==> src/msl_pkg.sv <==
// constants, widths and state encoding for the motor speed lock and protect block
// assumes a 20 MHz core clock and a reference clock well below it
package msl_pkg;

    // core clock
    localparam int CORE_CLK_HZ = 20_000_000;

    // speed loop: target feedback period in reference clock edges
    localparam int        REF_DIV        = 512;
    localparam int        LOCK_TOL_BP    = 625; // window in hundredths of a percent
    localparam int        PERIOD_W       = 10;
    localparam logic [9:0] TARGET_CNT    = 10'(REF_DIV);
    localparam logic [9:0] LOCK_TOL      = 10'(REF_DIV * LOCK_TOL_BP / 10000);
    localparam logic [9:0] PERIOD_MAX    = 10'h3FF;

    // drive duty
    localparam logic [7:0] DUTY_RESET    = 8'h80;
    localparam logic [7:0] DUTY_MAX      = 8'hFF;
    localparam int         ERR_SHIFT     = 2;

    // lock protection timer: one tick per millisecond
    localparam int TICK_TIME_US          = 1000;
    localparam int TICK_CYCLES           = CORE_CLK_HZ / 1_000_000 * TICK_TIME_US;
    localparam int TRIP_MS_PER_UNIT      = 330;
    localparam int DISCHARGE_MS_PER_UNIT = 15;
    localparam int TIMER_W               = 18;
    localparam logic [17:0] TRIP_PER_UNIT = 18'(TRIP_MS_PER_UNIT);
    localparam logic [17:0] DECAY_STEP    = 18'(TRIP_MS_PER_UNIT / DISCHARGE_MS_PER_UNIT);

    // dead time on a direction change
    localparam int         DEAD_TIME_NS  = 1000;
    localparam logic [7:0] DEAD_CYCLES   =
        8'((DEAD_TIME_NS * (CORE_CLK_HZ / 1_000_000) + 999) / 1000);

    // pin synchroniser: bit 0 stop, 1 dir, 2 feedback, 3 ref, 6:4 hall, 7 current limit
    localparam int         SYNC_W        = 8;
    localparam logic [7:0] SYNC_RESET    = 8'h01;

    typedef enum logic [1:0] {
        MSL_STOP,
        MSL_RUN,
        MSL_DEAD
    } msl_state_t;

endpackage

==> src/msl_sync.sv <==
// two flip-flop synchroniser for the asynchronous pins of the block
// assumes the pins are slow next to the core clock
`timescale 1ns/1ps
`default_nettype none

module msl_sync (
    input  wire logic                       core_clk_in,
    input  wire logic                       rst_in,
    input  wire logic [msl_pkg::SYNC_W-1:0] async_in,
    output logic      [msl_pkg::SYNC_W-1:0] sync_out
);

    logic [msl_pkg::SYNC_W-1:0] stage1;
    logic [msl_pkg::SYNC_W-1:0] next_stage1;
    logic [msl_pkg::SYNC_W-1:0] next_sync;

    // first stage feeds only the second
    always_comb begin
        next_stage1 = async_in;
        next_sync   = stage1;
    end

    always_ff @(posedge core_clk_in or posedge rst_in) begin
        if (rst_in) begin
            stage1   <= msl_pkg::SYNC_RESET;
            sync_out <= msl_pkg::SYNC_RESET;
        end else begin
            stage1   <= next_stage1;
            sync_out <= next_sync;
        end
    end

endmodule

`default_nettype wire

==> src/msl_top.sv <==
// speed lock detection, duty regulation, lock protection and direction changeover
// assumes pins are asynchronous; lock_timer_setting_in is static configuration
//
// How it works
// - lock flag low within 6.25 percent of target
// - duty follows speed error outside the window
// - unlocked run for interval turns low sides off
// - trip holds until stop or power up
// - zero timer setting disables lock protection
// - timer decays gradually while stopped
// - direction pin selects commutation order
// - dead phase on direction change avoids shoot-through
// - overcurrent turns low sides off, high sides keep commutating
// - high stop pin means stop and power save
// - one error result per feedback cycle, target 512
`timescale 1ns/1ps
`default_nettype none

module msl_top #(
    parameter int TICK_CYCLES = msl_pkg::TICK_CYCLES
) (
    input  wire logic        core_clk_in,
    input  wire logic        rst_in,
    input  wire logic        stop_select_in,
    input  wire logic        dir_select_in,
    input  wire logic        speed_feedback_pulse_in,
    input  wire logic        ref_clk_in,
    input  wire logic [2:0]  hall_in,
    input  wire logic        current_limit_in,
    input  wire logic [7:0]  lock_timer_setting_in,
    output logic             speed_lock_flag_out,
    output logic [2:0]       high_side_out,
    output logic [2:0]       low_side_out,
    output logic             lock_trip_out,
    output logic             power_save_out,
    output logic [7:0]       duty_out,
    output logic [10:0]      speed_error_out
);

    ////////////////////////////////////////////////////////////////////////////////
    // pin synchronisation and edge detection

    logic [msl_pkg::SYNC_W-1:0] pins;
    logic                       fb_prev;
    logic                       ref_prev;
    logic                       stop_s;
    logic                       dir_s;
    logic                       fb_rise;
    logic                       ref_rise;
    logic [2:0]                 hall_s;
    logic                       ilim_s;

    msl_sync u_sync (
        .core_clk_in (core_clk_in),
        .rst_in      (rst_in),
        .async_in    ({current_limit_in, hall_in, ref_clk_in, speed_feedback_pulse_in,
                       dir_select_in, stop_select_in}),
        .sync_out    (pins)
    );

    // field split of the synchronised pins
    assign stop_s   = pins[0];
    assign dir_s    = pins[1];
    assign hall_s   = pins[6:4];
    assign ilim_s   = pins[7];
    assign fb_rise  = pins[2] & ~fb_prev;
    assign ref_rise = pins[3] & ~ref_prev;

    // previous levels for edge detection
    always_ff @(posedge core_clk_in or posedge rst_in) begin
        if (rst_in) begin
            fb_prev  <= 1'b0;
            ref_prev <= 1'b0;
        end else begin
            fb_prev  <= pins[2];
            ref_prev <= pins[3];
        end
    end

    ////////////////////////////////////////////////////////////////////////////////
    // speed measurement, lock window and duty regulation

    msl_pkg::msl_state_t state;
    msl_pkg::msl_state_t next_state;

    logic [9:0]         period_cnt;
    logic [9:0]         next_period_cnt;
    logic               seen_edge;
    logic               next_seen_edge;
    logic               locked;
    logic               next_locked;
    logic [7:0]         duty;
    logic [7:0]         next_duty;
    logic signed [10:0] speed_err;
    logic signed [10:0] next_speed_err;
    logic signed [10:0] meas_err;
    logic signed [10:0] duty_sum;
    logic               in_window;

    // one measurement per feedback period, counted in reference edges
    always_comb begin
        next_period_cnt = period_cnt;
        next_seen_edge  = seen_edge;
        next_locked     = locked;
        next_duty       = duty;
        next_speed_err  = speed_err;
        meas_err        = $signed({1'b0, period_cnt}) - $signed({1'b0, msl_pkg::TARGET_CNT});
        in_window       = (period_cnt >= msl_pkg::TARGET_CNT - msl_pkg::LOCK_TOL)
                       && (period_cnt <= msl_pkg::TARGET_CNT + msl_pkg::LOCK_TOL);
        duty_sum        = $signed({3'b000, duty}) + (meas_err >>> msl_pkg::ERR_SHIFT);
        if (state == msl_pkg::MSL_STOP) begin
            next_period_cnt = 10'h000;
            next_seen_edge  = 1'b0;
            next_locked     = 1'b0;
        end else if (fb_rise) begin
            next_period_cnt = ref_rise ? 10'h001 : 10'h000; // shared edge opens new period
            next_seen_edge  = 1'b1;
            if (seen_edge) begin
                next_speed_err = meas_err;
                next_locked    = in_window;
                if (!in_window) begin
                    // long period means slow: raise duty, short period lowers it
                    if (duty_sum < 11'sh000) begin
                        next_duty = 8'h00;
                    end else if (duty_sum > $signed({3'b000, msl_pkg::DUTY_MAX})) begin
                        next_duty = msl_pkg::DUTY_MAX;
                    end else begin
                        next_duty = duty_sum[7:0];
                    end
                end
            end
        end else if (period_cnt == msl_pkg::PERIOD_MAX) begin
            next_locked = 1'b0; // stalled motor never counts as locked
            next_duty   = msl_pkg::DUTY_MAX;
        end else if (ref_rise) begin
            next_period_cnt = period_cnt + 10'h001;
        end
    end

    always_ff @(posedge core_clk_in or posedge rst_in) begin
        if (rst_in) begin
            period_cnt <= 10'h000;
            seen_edge  <= 1'b0;
            locked     <= 1'b0;
            duty       <= msl_pkg::DUTY_RESET;
            speed_err  <= 11'sh000;
        end else begin
            period_cnt <= next_period_cnt;
            seen_edge  <= next_seen_edge;
            locked     <= next_locked;
            duty       <= next_duty;
            speed_err  <= next_speed_err;
        end
    end

    ////////////////////////////////////////////////////////////////////////////////
    // lock protection timer

    logic [31:0]                   tick_cnt;
    logic [31:0]                   next_tick_cnt;
    logic [msl_pkg::TIMER_W-1:0]   lock_timer;
    logic [msl_pkg::TIMER_W-1:0]   next_lock_timer;
    logic [msl_pkg::TIMER_W-1:0]   terminal;
    logic                          trip;
    logic                          next_trip;
    logic                          tick;

    // millisecond tick, timer count and trip latch
    always_comb begin
        tick            = (tick_cnt == 32'(TICK_CYCLES - 1));
        next_tick_cnt   = tick ? 32'h0000_0000 : tick_cnt + 32'h0000_0001;
        terminal        = 18'(msl_pkg::TRIP_PER_UNIT * {10'h000, lock_timer_setting_in});
        next_lock_timer = lock_timer;
        next_trip       = trip;
        if (state == msl_pkg::MSL_STOP) begin
            next_trip = 1'b0;
            if (tick) begin
                if (lock_timer > msl_pkg::DECAY_STEP) begin
                    next_lock_timer = lock_timer - msl_pkg::DECAY_STEP;
                end else begin
                    next_lock_timer = '0;
                end
            end
        end else if (locked) begin
            next_lock_timer = '0;
        end else begin
            if (tick && lock_timer < terminal) begin
                next_lock_timer = lock_timer + 18'h00001;
            end
            if (lock_timer >= terminal && lock_timer_setting_in != 8'h00) begin
                next_trip = 1'b1;
            end
        end
    end

    always_ff @(posedge core_clk_in or posedge rst_in) begin
        if (rst_in) begin
            tick_cnt   <= 32'h0000_0000;
            lock_timer <= '0;
            trip       <= 1'b0;
        end else begin
            tick_cnt   <= next_tick_cnt;
            lock_timer <= next_lock_timer;
            trip       <= next_trip;
        end
    end

    ////////////////////////////////////////////////////////////////////////////////
    // run state, direction changeover and phase drive

    logic       run_dir;
    logic       next_run_dir;
    logic [7:0] dead_cnt;
    logic [7:0] next_dead_cnt;
    logic [7:0] pwm_cnt;
    logic [5:0] comm;
    logic [2:0] next_high;
    logic [2:0] next_low;
    logic       next_lock_flag;

    // hall code to {high sides, low sides}; reverse swaps the two
    function automatic logic [5:0] commutate(input logic [2:0] hall, input logic rev);
        logic [5:0] fwd;
        fwd = 6'h00;
        unique case (hall)
            3'h1:    fwd = {3'h1, 3'h2};
            3'h3:    fwd = {3'h1, 3'h4};
            3'h2:    fwd = {3'h2, 3'h4};
            3'h6:    fwd = {3'h2, 3'h1};
            3'h4:    fwd = {3'h4, 3'h1};
            3'h5:    fwd = {3'h4, 3'h2};
            default: fwd = 6'h00; // invalid hall code: all off
        endcase
        return rev ? {fwd[2:0], fwd[5:3]} : fwd;
    endfunction

    // state transitions and drive outputs
    always_comb begin
        next_state     = state;
        next_run_dir   = run_dir;
        next_dead_cnt  = dead_cnt;
        next_high      = 3'h0;
        next_low       = 3'h0;
        next_lock_flag = ~next_locked;
        comm           = commutate(hall_s, run_dir);
        unique case (state)
            msl_pkg::MSL_STOP: begin
                if (!stop_s) begin
                    next_state   = msl_pkg::MSL_RUN;
                    next_run_dir = dir_s;
                end
            end
            msl_pkg::MSL_RUN: begin
                if (stop_s) begin
                    next_state = msl_pkg::MSL_STOP;
                end else if (dir_s != run_dir) begin
                    next_state    = msl_pkg::MSL_DEAD;
                    next_dead_cnt = msl_pkg::DEAD_CYCLES - 8'h01;
                end else begin
                    next_high = comm[5:3];
                    // low sides carry the pwm and all protection gating
                    if (!trip && !ilim_s && pwm_cnt < duty) begin
                        next_low = comm[2:0];
                    end
                end
            end
            msl_pkg::MSL_DEAD: begin
                if (stop_s) begin
                    next_state = msl_pkg::MSL_STOP;
                end else if (dead_cnt == 8'h00) begin
                    next_state   = msl_pkg::MSL_RUN;
                    next_run_dir = dir_s;
                end else begin
                    next_dead_cnt = dead_cnt - 8'h01;
                end
            end
        endcase
    end

    always_ff @(posedge core_clk_in or posedge rst_in) begin
        if (rst_in) begin
            state               <= msl_pkg::MSL_STOP;
            run_dir             <= 1'b0;
            dead_cnt            <= 8'h00;
            pwm_cnt             <= 8'h00;
            high_side_out       <= 3'h0;
            low_side_out        <= 3'h0;
            speed_lock_flag_out <= 1'b1;
        end else begin
            state               <= next_state;
            run_dir             <= next_run_dir;
            dead_cnt            <= next_dead_cnt;
            pwm_cnt             <= pwm_cnt + 8'h01;
            high_side_out       <= next_high;
            low_side_out        <= next_low;
            speed_lock_flag_out <= next_lock_flag;
        end
    end

    // status outputs straight from registers, power save decoded from the state register
    assign lock_trip_out   = trip;
    assign power_save_out  = (state == msl_pkg::MSL_STOP);
    assign duty_out        = duty;
    assign speed_error_out = speed_err;

endmodule

`default_nettype wire

==> config.mk <==
export PLATFORM = sky130hd
export DESIGN_NAME = msl_top
export DESIGN_NICKNAME = d
export VERILOG_FILES = /design/src/msl_pkg.sv /design/src/msl_sync.sv /design/src/msl_top.sv
export SDC_FILE = /design/constraint.sdc
export NUM_CORES = 1
export LEC_CHECK = 0
export ABC_CLOCK_PERIOD_IN_PS = 6800
export BUFFER_PORTS_ARGS = -buffer_cell sky130_fd_sc_hd__buf_2
export CAP_MARGIN = 15
export CORE_MARGIN = 5
export CORE_UTILIZATION = 46
export DETAILED_ROUTE_END_ITERATION = 7
export GPL_TIMING_DRIVEN = 0
export SLEW_MARGIN = 20
export SYNTH_ARGS = -nofsm -noshare
export SYNTH_HDL_FRONTEND = slang
export SYNTH_SLANG_ARGS = --single-unit
==> constraint.sdc <==
create_clock -name core_clk_in -period 6.8 [get_ports core_clk_in]
set_input_delay 1.36 -clock core_clk_in [delete_from_list [all_inputs] [get_ports core_clk_in]]
set_output_delay 1.36 -clock core_clk_in [all_outputs]
set_load 0.01 [all_outputs]
==> results of run 1 <==
==> layer usage <==
metal	wire length [µm]	track usage (%)	up-vias
met3	650	3.911	22
li1	-	-	2916
met2	8198	29.34	116
met4	283	6.076	0
met1	8084	25.30	2905
met5	0	0	-
==> cells by family (layout without fill, tap and decap cells) <==
kind of cell             Yosys count  after routing
AND/OR/NAND/NOR                  269            269
AO/OA/AOI/OAI                    152            152
flip-flops                       125            125
adder cells (fa/ha/maj)           85             85
XOR/XNOR                          69             69
buffers and inverters             61            139
multiplexers                      14             14
==> timing repair <==
| item | 4_1_cts | 5_1_grt |
|---|---|---|
| buffers inserted | 0 | 0 |
| setup endpoints to repair | 0 | 9 |
| gates resized for setup | 0 | 1 |
==> final cells by class <==
cell class | instances | area share [%]
plain buffers | 20 | 1.270
clock buffers | 17 | 4.800
clock inverters | 15 | 2.357
inverters | 41 | 1.793
multi-input cells | 589 | 48.48
flip-flops and latches | 125 | 35.35
well taps | 220 | 3.106
repair buffers | 46 | 2.851
==> worst register-to-register path, cell delays in order, from the launching register on <==
cell and delay, ps:
dfrtp_1 480, ha_1 290, o21ai_0 660, nand2_1 230, or3_2 480, a31oi_1 190, a41oi_1 60, o21ai_0 150
o21ai_0 90
==> final timing paths <==
kind	start	to	cells past startpoint
max in group asynchronous	rst_in	lock_timer[8]	3
worst max-delay path	lock_timer_setting_in[7]	lock_timer[7]	22
worst min register to register	u_sync.next_sync[3]	u_sync.sync_out[3]	0
worst min-delay path	u_sync.next_sync[3]	u_sync.sync_out[3]	0
min in group asynchronous	rst_in	tick_cnt[20]	2
worst max register to register	lock_timer[2]	lock_timer[9]	8
==> state kept, by name (all words and copies together) (netlist names), 2 cells and up <==
register / count
lock_timer: 18
state: 2
dead_cnt: 8
duty_out: 8
period_cnt: 10
tick_cnt: 32
pwm_cnt: 8
u_sync.sync_out: 8
low_side_out: 3
u_sync.next_sync: 8
high_side_out: 3
speed_error_out: 10
==> cells in the mapped netlist, types with 12 or more instances <==
master,number
dfrtp_1,121
inv_1,41
a21oi_1,43
nand4_1,16
o21ai_0,33
ha_1,77
nor2_1,74
nand2_1,48
and3_1,15
xnor2_1,32
xor2_1,37
nand3_1,35
nor4_1,12
==> report_power, final <==
part	internal (mW)	switching (mW)	leakage, nW	total, mW
Clock	0.619	0.353	0.301	0.972
Combinational	0.357	0.491	2.28	0.848
Sequential	0.808	0.0629	1.55	0.871
==> flow_summary.json, run 1 <==
{
  "cts.path.max_buffers": 2,
  "cts_inserted_buffers": 17,
  "crit_fanout": 10,
  "dp.cells": 1041,
  "ios": 46,
  "synth_xor_area_share_pct": 7.859,
  "dp_hpwl_um": 12560,
  "cp_cell_sequence": "buf_2, ha_1, fa_1, fa_1, ha_1, ha_1, a21o_1, nand2_1, o21ai_0, or4_1, a31o_2, a21oi_1, xor2_1, ha_1, and4b_1, and3_1, a221oi_2, o21ai_1, a21o_1, buf_2, a221oi_2, a21oi_1",
  "synth_area_per_cell_um2": 9.922,
  "hp-class": "flop to flop",
  "finClkSkew_ps": 13.94,
  "antenna-diode-count": 0,
  "fin_cells": 1073,
  "ys.flop_type": "dfrtp_1",
  "yosysSeqAreaShare_pct": 40.74,
  "mostFrequentLayoutCells": "dfrtp_1 (121), ha_1 (77), nor2_1 (74)",
  "power_density_mw_per_mm2": 303.6,
  "clock-root-buffer": "clkbuf_16",
  "rsz0062_at_grt": "no",
  "synth_simple_gate_area_share_pct": 18.22,
  "regArea_mm2": 0.003133,
  "dp_slack_ps": -201.0,
  "syn_area_mm2": 0.007690,
  "die_area_mm2": 0.01940,
  "fill_cells": 1486,
  "synth_top_area_share_pct": 39.38,
  "ys_warn_count": 0,
  "avgViaCountPerCell": 5.554,
  "min_period_ps": 6442,
  "fin_crit_sh_pct": 94.74,
  "grt.overflow.total": 0,
  "fin_util_pct": 53.83,
  "fin_nets": 943,
  "h-tree-depth": 4,
  "cts_hold_buf": 0,
  "cp-end-kind": "flop",
  "grt_max_degree": 66,
  "drv_cap": 0,
  "async_flop_share_pct": 100.0,
  "tightest_slew_ps": 929.4,
  "grt_pass1_wl_um": 29720,
  "fp-row-count": 47,
  "coreArea_mm2": 0.01647,
  "yosysUniqueCellTypes": 68,
  "syn_nets": 878,
  "clk_latency_ps": 420,
  "status": "finished, final reports clean",
  "dpl_cell_area_mm2": 0.008223,
  "multi_input_area_mm2": 0.004297,
  "start_util_pct": 46.70,
  "drt_first_pass_iters": 5,
  "synthCells": 775,
  "port_buffers": 45,
  "final_area_mm2": 0.008864,
  "slowest_stage": "or4_1",
  "slew_headroom_pct": 37.17,
  "synth_edf_count": 0,
  "crit_type": "input pin to flop",
  "vias": 5959,
  "drt-wirelength-per-cell_um": 16.04,
  "crit_top_cell": "ha_1",
  "worstPathRequired_ps": 7080,
  "track_usage_pct": 18.46,
  "ys_top_cells_by_area": "dfrtp_1 (39%), ha_1 (13%), xor2_1 (4.2%)",
  "setup_viol": 0,
  "leakage_nw": 4.137,
  "start_kind": "input pin",
  "arrival_ps": 6730,
  "first_global_vias": 6032,
  "mostFrequentLayoutCell": "dfrtp_1",
  "drc": 0,
  "syn_to_final_growth_pct": 15.26,
  "clkSlewWorstSetupHoldPaths_ps": 60,
  "r2r_slack_ps": 4060,
  "postRouteWirelength_um": 17220,
  "ant_nets": 0,
  "yosysTopAreaCell": "dfrtp_1",
  "crit_buf_inv": 2,
  "max_stage_delay_ps": 470,
  "ir_drop_uv": 207.7,
  "critPathTopFamily": "adder cells",
  "fp.dieW_um": 139.3,
  "ys_ff_latch": 125,
  "hold_slack_ps": 351.3,
  "clock_sinks": 125,
  "hold_viol_final": 0,
  "antenna_found_initial": 0,
  "gp_congestion": 0.8833,
  "synth_compound_area_share_pct": 13.10,
  "setup_tns_ps": 0,
  "synth_top_family_by_area": "simple AND/OR/NAND/NOR gates",
  "power_mw": 2.691,
  "setup_ws_ps": 357.8,
  "fp.dieH_um": 139.3,
  "first_iter_violations": 367,
  "synthMuxAreaShare_pct": 2.001,
  "cts_tree": "built",
  "finalMaxSlewViolations": 0,
  "drive_gt1_share_pct": 16.65,
  "synthAdderAreaFrac_pct": 14.61,
  "maxClockFrequency_ghz": 0.1552
}
No activity file was read; power rests on OpenSTA's default activity.
==> run 2: changes to the inputs <==
- ABC_AREA: default -> 1
- CTS_CLUSTER_SIZE: default -> 10
==> run 2 against run 1 <==
Compared with the run above:
- sequential cell count unchanged
- sequential power is essentially flat
- utilization fell by 1.1 points
- routed wire length up 23%
- highest routed layer unchanged
==> flow_summary.json, run 2 <==
{
  "grt_max_degree": 102,
  "fp.dieH_um": 150.7,
  "hold_depth": 0,
  "arrival_ps": 5500,
  "critPathTopFamily": "adder cells",
  "ys_ff_latch": 125,
  "dp.cells": 1538,
  "status": "finished, final reports clean",
  "fp.dieW_um": 150.7,
  "clkSlewWorstSetupHoldPaths_ps": 60,
  "synth_edf_count": 0,
  "slowest_stage": "fa_1",
  "drt-wirelength-per-cell_um": 13.49,
  "synth_top_area_share_pct": 33.27,
  "die_area_mm2": 0.02270,
  "fp-row-count": 51,
  "tightest_slew_ps": 663.7,
  "p_comb_share_pct": 31.5,
  "mostFrequentLayoutCell": "nand2_1",
  "crit_top_cell": "ha_1",
  "r2r_end": "lock_timer[17]",
  "start_util_pct": 46.76,
  "first_iter_violations": 392,
  "crit_buf_inv": 3,
  "min_period_ps": 5194,
  "clock-root-buffer": "clkbuf_16",
  "cts_tree": "built",
  "ys_top_cells_by_area": "dfrtp_1 (33%), nand2_1 (13%), ha_1 (11%)",
  "fin_nets": 1395,
  "drc": 0,
  "power_switching_share_pct": 36.74,
  "seq_power_share_pct": 34.1,
  "antenna-diode-count": 0,
  "slew_headroom_pct": 55.51,
  "post_cts_buffers": 0,
  "syn_area_mm2": 0.009100,
  "gp_congestion": 0.9117,
  "coreArea_mm2": 0.01946,
  "hp-class": "flop to flop",
  "port_buffers": 45,
  "cp_cell_sequence": "buf_2, ha_1, fa_1, fa_1, ha_1, ha_1, a21oi_1, o21ai_0, a21oi_1, nor2_1, nor2_1, xor2_1, ha_1, nand2_1, nor2_4, and2_4, nand2_2, nand2_2, nand2_4, nand2_8, inv_8, buf_12, nand2_1, nand2_1",
  "cts.path.max_buffers": 2,
  "postRouteWirelength_um": 21170,
  "crit_type": "input pin to flop",
  "max_stage_delay_ps": 520,
  "cts_inserted_buffers": 17,
  "drv_cap": 0,
  "grt.overflow.total": 0,
  "finalMaxSlewViolations": 0,
  "vias": 7855,
  "yosysUniqueCellTypes": 48,
  "crit_fanout": 10,
  "maxClockFrequency_ghz": 0.1925,
  "setup_viol": 0,
  "antenna_found_initial": 0,
  "synthCells": 1227,
  "power_mw": 2.546,
  "mostFrequentLayoutCells": "nand2_1 (324), inv_1 (149), nor2_1 (132)",
  "r2r_slack_ps": 4410,
  "cts_hold_buf": 0,
  "dp_hpwl_um": 16540,
  "ant_nets": 0,
  "ios": 46,
  "drive_gt1_share_pct": 11.96,
  "fin_crit_sh_pct": 76.38,
  "r2r-start": "state[0]",
  "drt_first_pass_iters": 7,
  "yosysSeqAreaShare_pct": 34.43,
  "synth.most_common_cell": "nand2_1",
  "h-tree-depth": 4,
  "leakage_nw": 5.373,
  "clock_sinks": 125,
  "largest_reg_flops": 32,
  "clk_latency_ps": 420,
  "rsz0062_at_grt": "no",
  "regMostFlops": "tick_cnt",
  "rr_worst_depth": 9,
  "p_clk_share_pct": 34.4,
  "hold_viol_final": 0,
  "worstHoldEndpoint": "u_sync.sync_out[3]",
  "finClkSkew_ps": 8.157,
  "ys_warn_count": 0,
  "first_global_vias": 7569,
  "syn_to_final_growth_pct": 12.76,
  "power_density_mw_per_mm2": 248.1,
  "cp-end-kind": "flop",
  "avgViaCountPerCell": 5.006,
  "setup_tns_ps": 0,
  "yosysTopAreaCell": "dfrtp_1",
  "async_flop_share_pct": 100.0,
  "ys.flop_type": "dfrtp_1",
  "hp-start": "u_sync.next_sync[3]",
  "track_usage_pct": 19.99,
  "worstPathRequired_ps": 7110,
  "fin_cells": 1569,
  "syn_nets": 1330,
  "ctsResizeCount": 0,
  "reg.largest.list": "tick_cnt x32, lock_timer x18",
  "netSwitchingPower_mw": 0.9352,
  "worstSetupStartpoint": "lock_timer_setting_in[5]",
  "grt_pass1_wl_um": 36630,
  "power.internal_mw": 1.610,
  "start_kind": "input pin",
  "ir_drop_uv": 192.7,
  "synth_commonest_cells": "nand2_1 (324), inv_1 (150), nor2_1 (132)",
  "synth_area_per_cell_um2": 7.416
}
## run 2: cell types whose count changed after synthesis, moves of 17 or more
cell     previous run  this run
nor2_1             74       132
nand3_1            35        87
o21ai_0            33        53
inv_1              41       150
nand2_1            48       324
xnor2_1            32        14
nor3_1              8        25
## run 2: logic make-up after synthesis
kind of cell / after synthesis / share of synthesized area, %
and+or+nand+nor: 649 / 31.42
buffers and inverters: 185 / 8.731
AOI/OAI and AO/OA: 130 / 7.974
DFF: 125 / 34.43
adders and majority gates: 85 / 12.35
xor gates and xnor gates: 53 / 5.101
## run 2: worst max-delay path by stage
stage | to | slack, ps | depth (start not counted)
floorplan | lock_timer[5] | 1720 | 23
global placement | speed_error_out[2] | 580 | 2
detailed placement | lock_timer[5] | 1140 | 24
CTS | lock_timer[5] | 1560 | 24
global route | lock_timer[5] | 1300 | 25
finish | lock_timer[3] | 1610 | 24
## run 2: final cells by class
class,instances,area [µm²]
plain buffers,25,186.4
clock buffers,19,452.9
clock inverters,12,116.4
fillers,1881,9201
inverters,160,615.6
multi-input cells,917,5172
flip-flops and latches,125,3133
well taps,265,331.6
repair buffers,46,252.7
## run 2: layer usage
metal	share of wire (%)	global-route usage, %
met1	48	27.26
met5	0	0
met3	3.7	2.890
met4	2.1	6.210
met2	46	32.97
## run 2: through the flow
| step | setup WS [ps] | area, µm² | utilization (%) | hold slack (ps) |
|---|---|---|---|---|
| after floorplan | 1724 | 9100 | - | 331.2 |
| after global placement | 581.5 | 9657 | 49.62 | 332.4 |
| after detailed placement | 1141 | 9692 | 49.80 | 334.7 |
| after CTS | 1561 | 10260 | 52.72 | 346.5 |
| after global routing | 1299 | 10260 | 52.72 | 360.0 |
| final | 1606 | 10260 | 52.72 | 346.6 |
## run 2: power groups by stage
stage	Clock [mW]	Sequential (mW)	Combinational (mW)
after detailed placement	0	0.882	0.801
after global routing	0.931	0.878	0.919
after CTS	0.896	0.870	0.808
after floorplan	0	0.880	0.576
after global placement	0	0.881	0.792
final	0.876	0.869	0.801
==> run 3: changes to the inputs <==
- ABC_CLOCK_PERIOD_IN_PS: 6800 -> 4800
- clock period: 6.8 -> 4.8 ns (I/O delays scaled with it)
==> run 3 against run 2 <==
Compared with the run above:
- register-to-register slack got worse by 2000 ps
- sequential cell count unchanged
- cell count did not move
- global-route usage barely moved
- clock power up 42%
- routed wire length rose by 0.98%
- cell area increased by 0.80%
- worst setup slack got worse by 1400 ps
- via count increased by 0.42%
- hold slack barely moved
- largest power group unchanged
==> flow_summary.json, run 3 (synthesis results as in run 2) <==
{
  "fin_crit_sh_pct": 95.39,
  "slew_headroom_pct": 55.51,
  "leakage_nw": 5.375,
  "finClkSkew_ps": 8.153,
  "mostFrequentLayoutCells": "nand2_1 (324), inv_1 (149), nor2_1 (129)",
  "mostFrequentLayoutCell": "nand2_1",
  "fp.dieH_um": 150.7,
  "clock_sinks": 125,
  "grt.overflow.total": 0,
  "drc": 0,
  "reg.largest.list": "tick_cnt x32, lock_timer x18",
  "largest_reg_flops": 32,
  "setup_tns_ps": 0,
  "h-tree-depth": 4,
  "first_iter_violations": 407,
  "arrival_ps": 4930,
  "tightest_slew_ps": 663.7,
  "clk_latency_ps": 420,
  "cp-end-kind": "flop",
  "status": "finished, final reports clean",
  "worstHoldEndpoint": "u_sync.sync_out[3]",
  "hold_depth": 0,
  "worstPathRequired_ps": 5160,
  "cts_tree": "built",
  "gp_congestion": 0.9117,
  "antenna-diode-count": 0,
  "hold_viol_final": 0,
  "maxClockFrequency_ghz": 0.2184,
  "coreArea_mm2": 0.01946,
  "ant_nets": 0,
  "setup_viol": 0,
  "clock-root-buffer": "clkbuf_16",
  "finalMaxSlewViolations": 0,
  "antenna_found_initial": 0,
  "dpl_cell_area_mm2": 0.009692,
  "fp-row-count": 51,
  "port_buffers": 45,
  "avgViaCountPerCell": 5.027,
  "final_area_mm2": 0.01034,
  "ios": 46,
  "dp.cells": 1538,
  "syn_to_final_growth_pct": 13.67,
  "hp-class": "flop to flop",
  "crit_type": "input pin to flop",
  "cts_hold_buf": 0,
  "post_cts_buffers": 0,
  "r2r_slack_ps": 2430,
  "fin_nets": 1395,
  "postRouteWirelength_um": 21380,
  "start_kind": "input pin",
  "track_usage_pct": 19.99,
  "vias": 7888,
  "fin_cells": 1569,
  "regMostFlops": "tick_cnt",
  "hp-start": "u_sync.next_sync[3]",
  "crit_fanout": 10,
  "fp.dieW_um": 150.7,
  "grt_max_degree": 102,
  "drt_first_pass_iters": 7,
  "cts_inserted_buffers": 17,
  "ir_drop_uv": 271.9,
  "min_period_ps": 4579,
  "dp_hpwl_um": 16540,
  "cts.path.max_buffers": 2,
  "drt-wirelength-per-cell_um": 13.62,
  "r2r-start": "state[0]",
  "clkSlewWorstSetupHoldPaths_ps": 60,
  "start_util_pct": 46.76,
  "drv_cap": 0,
  "first_global_vias": 7569,
  "power_density_mw_per_mm2": 354.5,
  "drive_gt1_share_pct": 13.04,
  "r2r_end": "lock_timer[17]",
  "worstSetupStartpoint": "lock_timer_setting_in[5]",
  "grt_pass1_wl_um": 36630,
  "die_area_mm2": 0.02270,
  "rr_worst_depth": 9
}
## run 3: cell count changes in the layout (fill, tap and decap cells not counted)
cell	delta
o21ai_2	+2
ha_2	+1
ha_4	+4
nor2_2	+3
o21ai_0	-2
a21oi_2	+4
a21oi_1	-4
nor2_1	-3
ha_1	-5
## run 3: worst max path at each step
stage / endpoint / depth (start not counted)
finish: lock_timer[3] / 26
global route: lock_timer[5] / 26
global placement: speed_error_out[2] / 2
detailed placement: lock_timer[5] / 24
CTS: lock_timer[5] / 24
floorplan: lock_timer[5] / 23
## run 3: metal layers
layer / global-route usage, % / vias to the layer above / part of all wire, %
li1: - / 4103 / -
met1: 27.26 / 3614 / 48
met2: 32.99 / 137 / 47
met3: 2.890 / 34 / 3.3
met4: 6.210 / 0 / 2.1
met5: 0 / - / 0
## run 3: worst max-delay path, cell delays in order
cell and delay, ps:
buf_2 120, ha_1 230, fa_1 480, fa_1 550, ha_4 220, ha_4 280
nand2_1 90, o21ai_2 170, a21oi_2 60, o21bai_1 170, xor2_1 180, ha_1 270
nand2_1 110, inv_1 40, nand2_1 50, nand2_1 40, nand2_1 50, nand2_1 80
nor2_2 160, nand2_2 100, nand2_4 100, nand2_8 100, inv_8 100, buf_12 120
nand2_1 50, nand2_1 50
## run 3: cell type report
class | count | area [µm²]
fillers | 1873 | 9119
multi-input cells | 917 | 5255
flip-flops and latches | 125 | 3133
inverters | 160 | 615.6
clock buffers | 19 | 452.9
well taps | 265 | 331.6
repair buffers | 46 | 252.7
plain buffers | 25 | 186.4
clock inverters | 12 | 116.4
## run 3: through the flow
step                power (mW)  util (%)  setup WS [ps]  hold WS (ps)
floorplan                2.063         -          124.0         331.2
global placement         2.370     49.62          -1018         332.4
detailed placement       2.385     49.80         -458.9         334.7
CTS                      3.648     52.74          16.47         346.5
global route             3.922     53.15         -39.20         360.0
finish                   3.666     53.15          221.2         346.6
## run 3: timing repair
item,CTS,global route
pin swaps,1,6
setup endpoints to repair,10,18
hold endpoints to repair,0,0
gates resized for setup,2,14
## run 3: where the power goes
part           switching [mW]  internal, mW
sequential             0.0813          1.15
combinational           0.768         0.425
clock                   0.503         0.739
total                    1.35          2.31
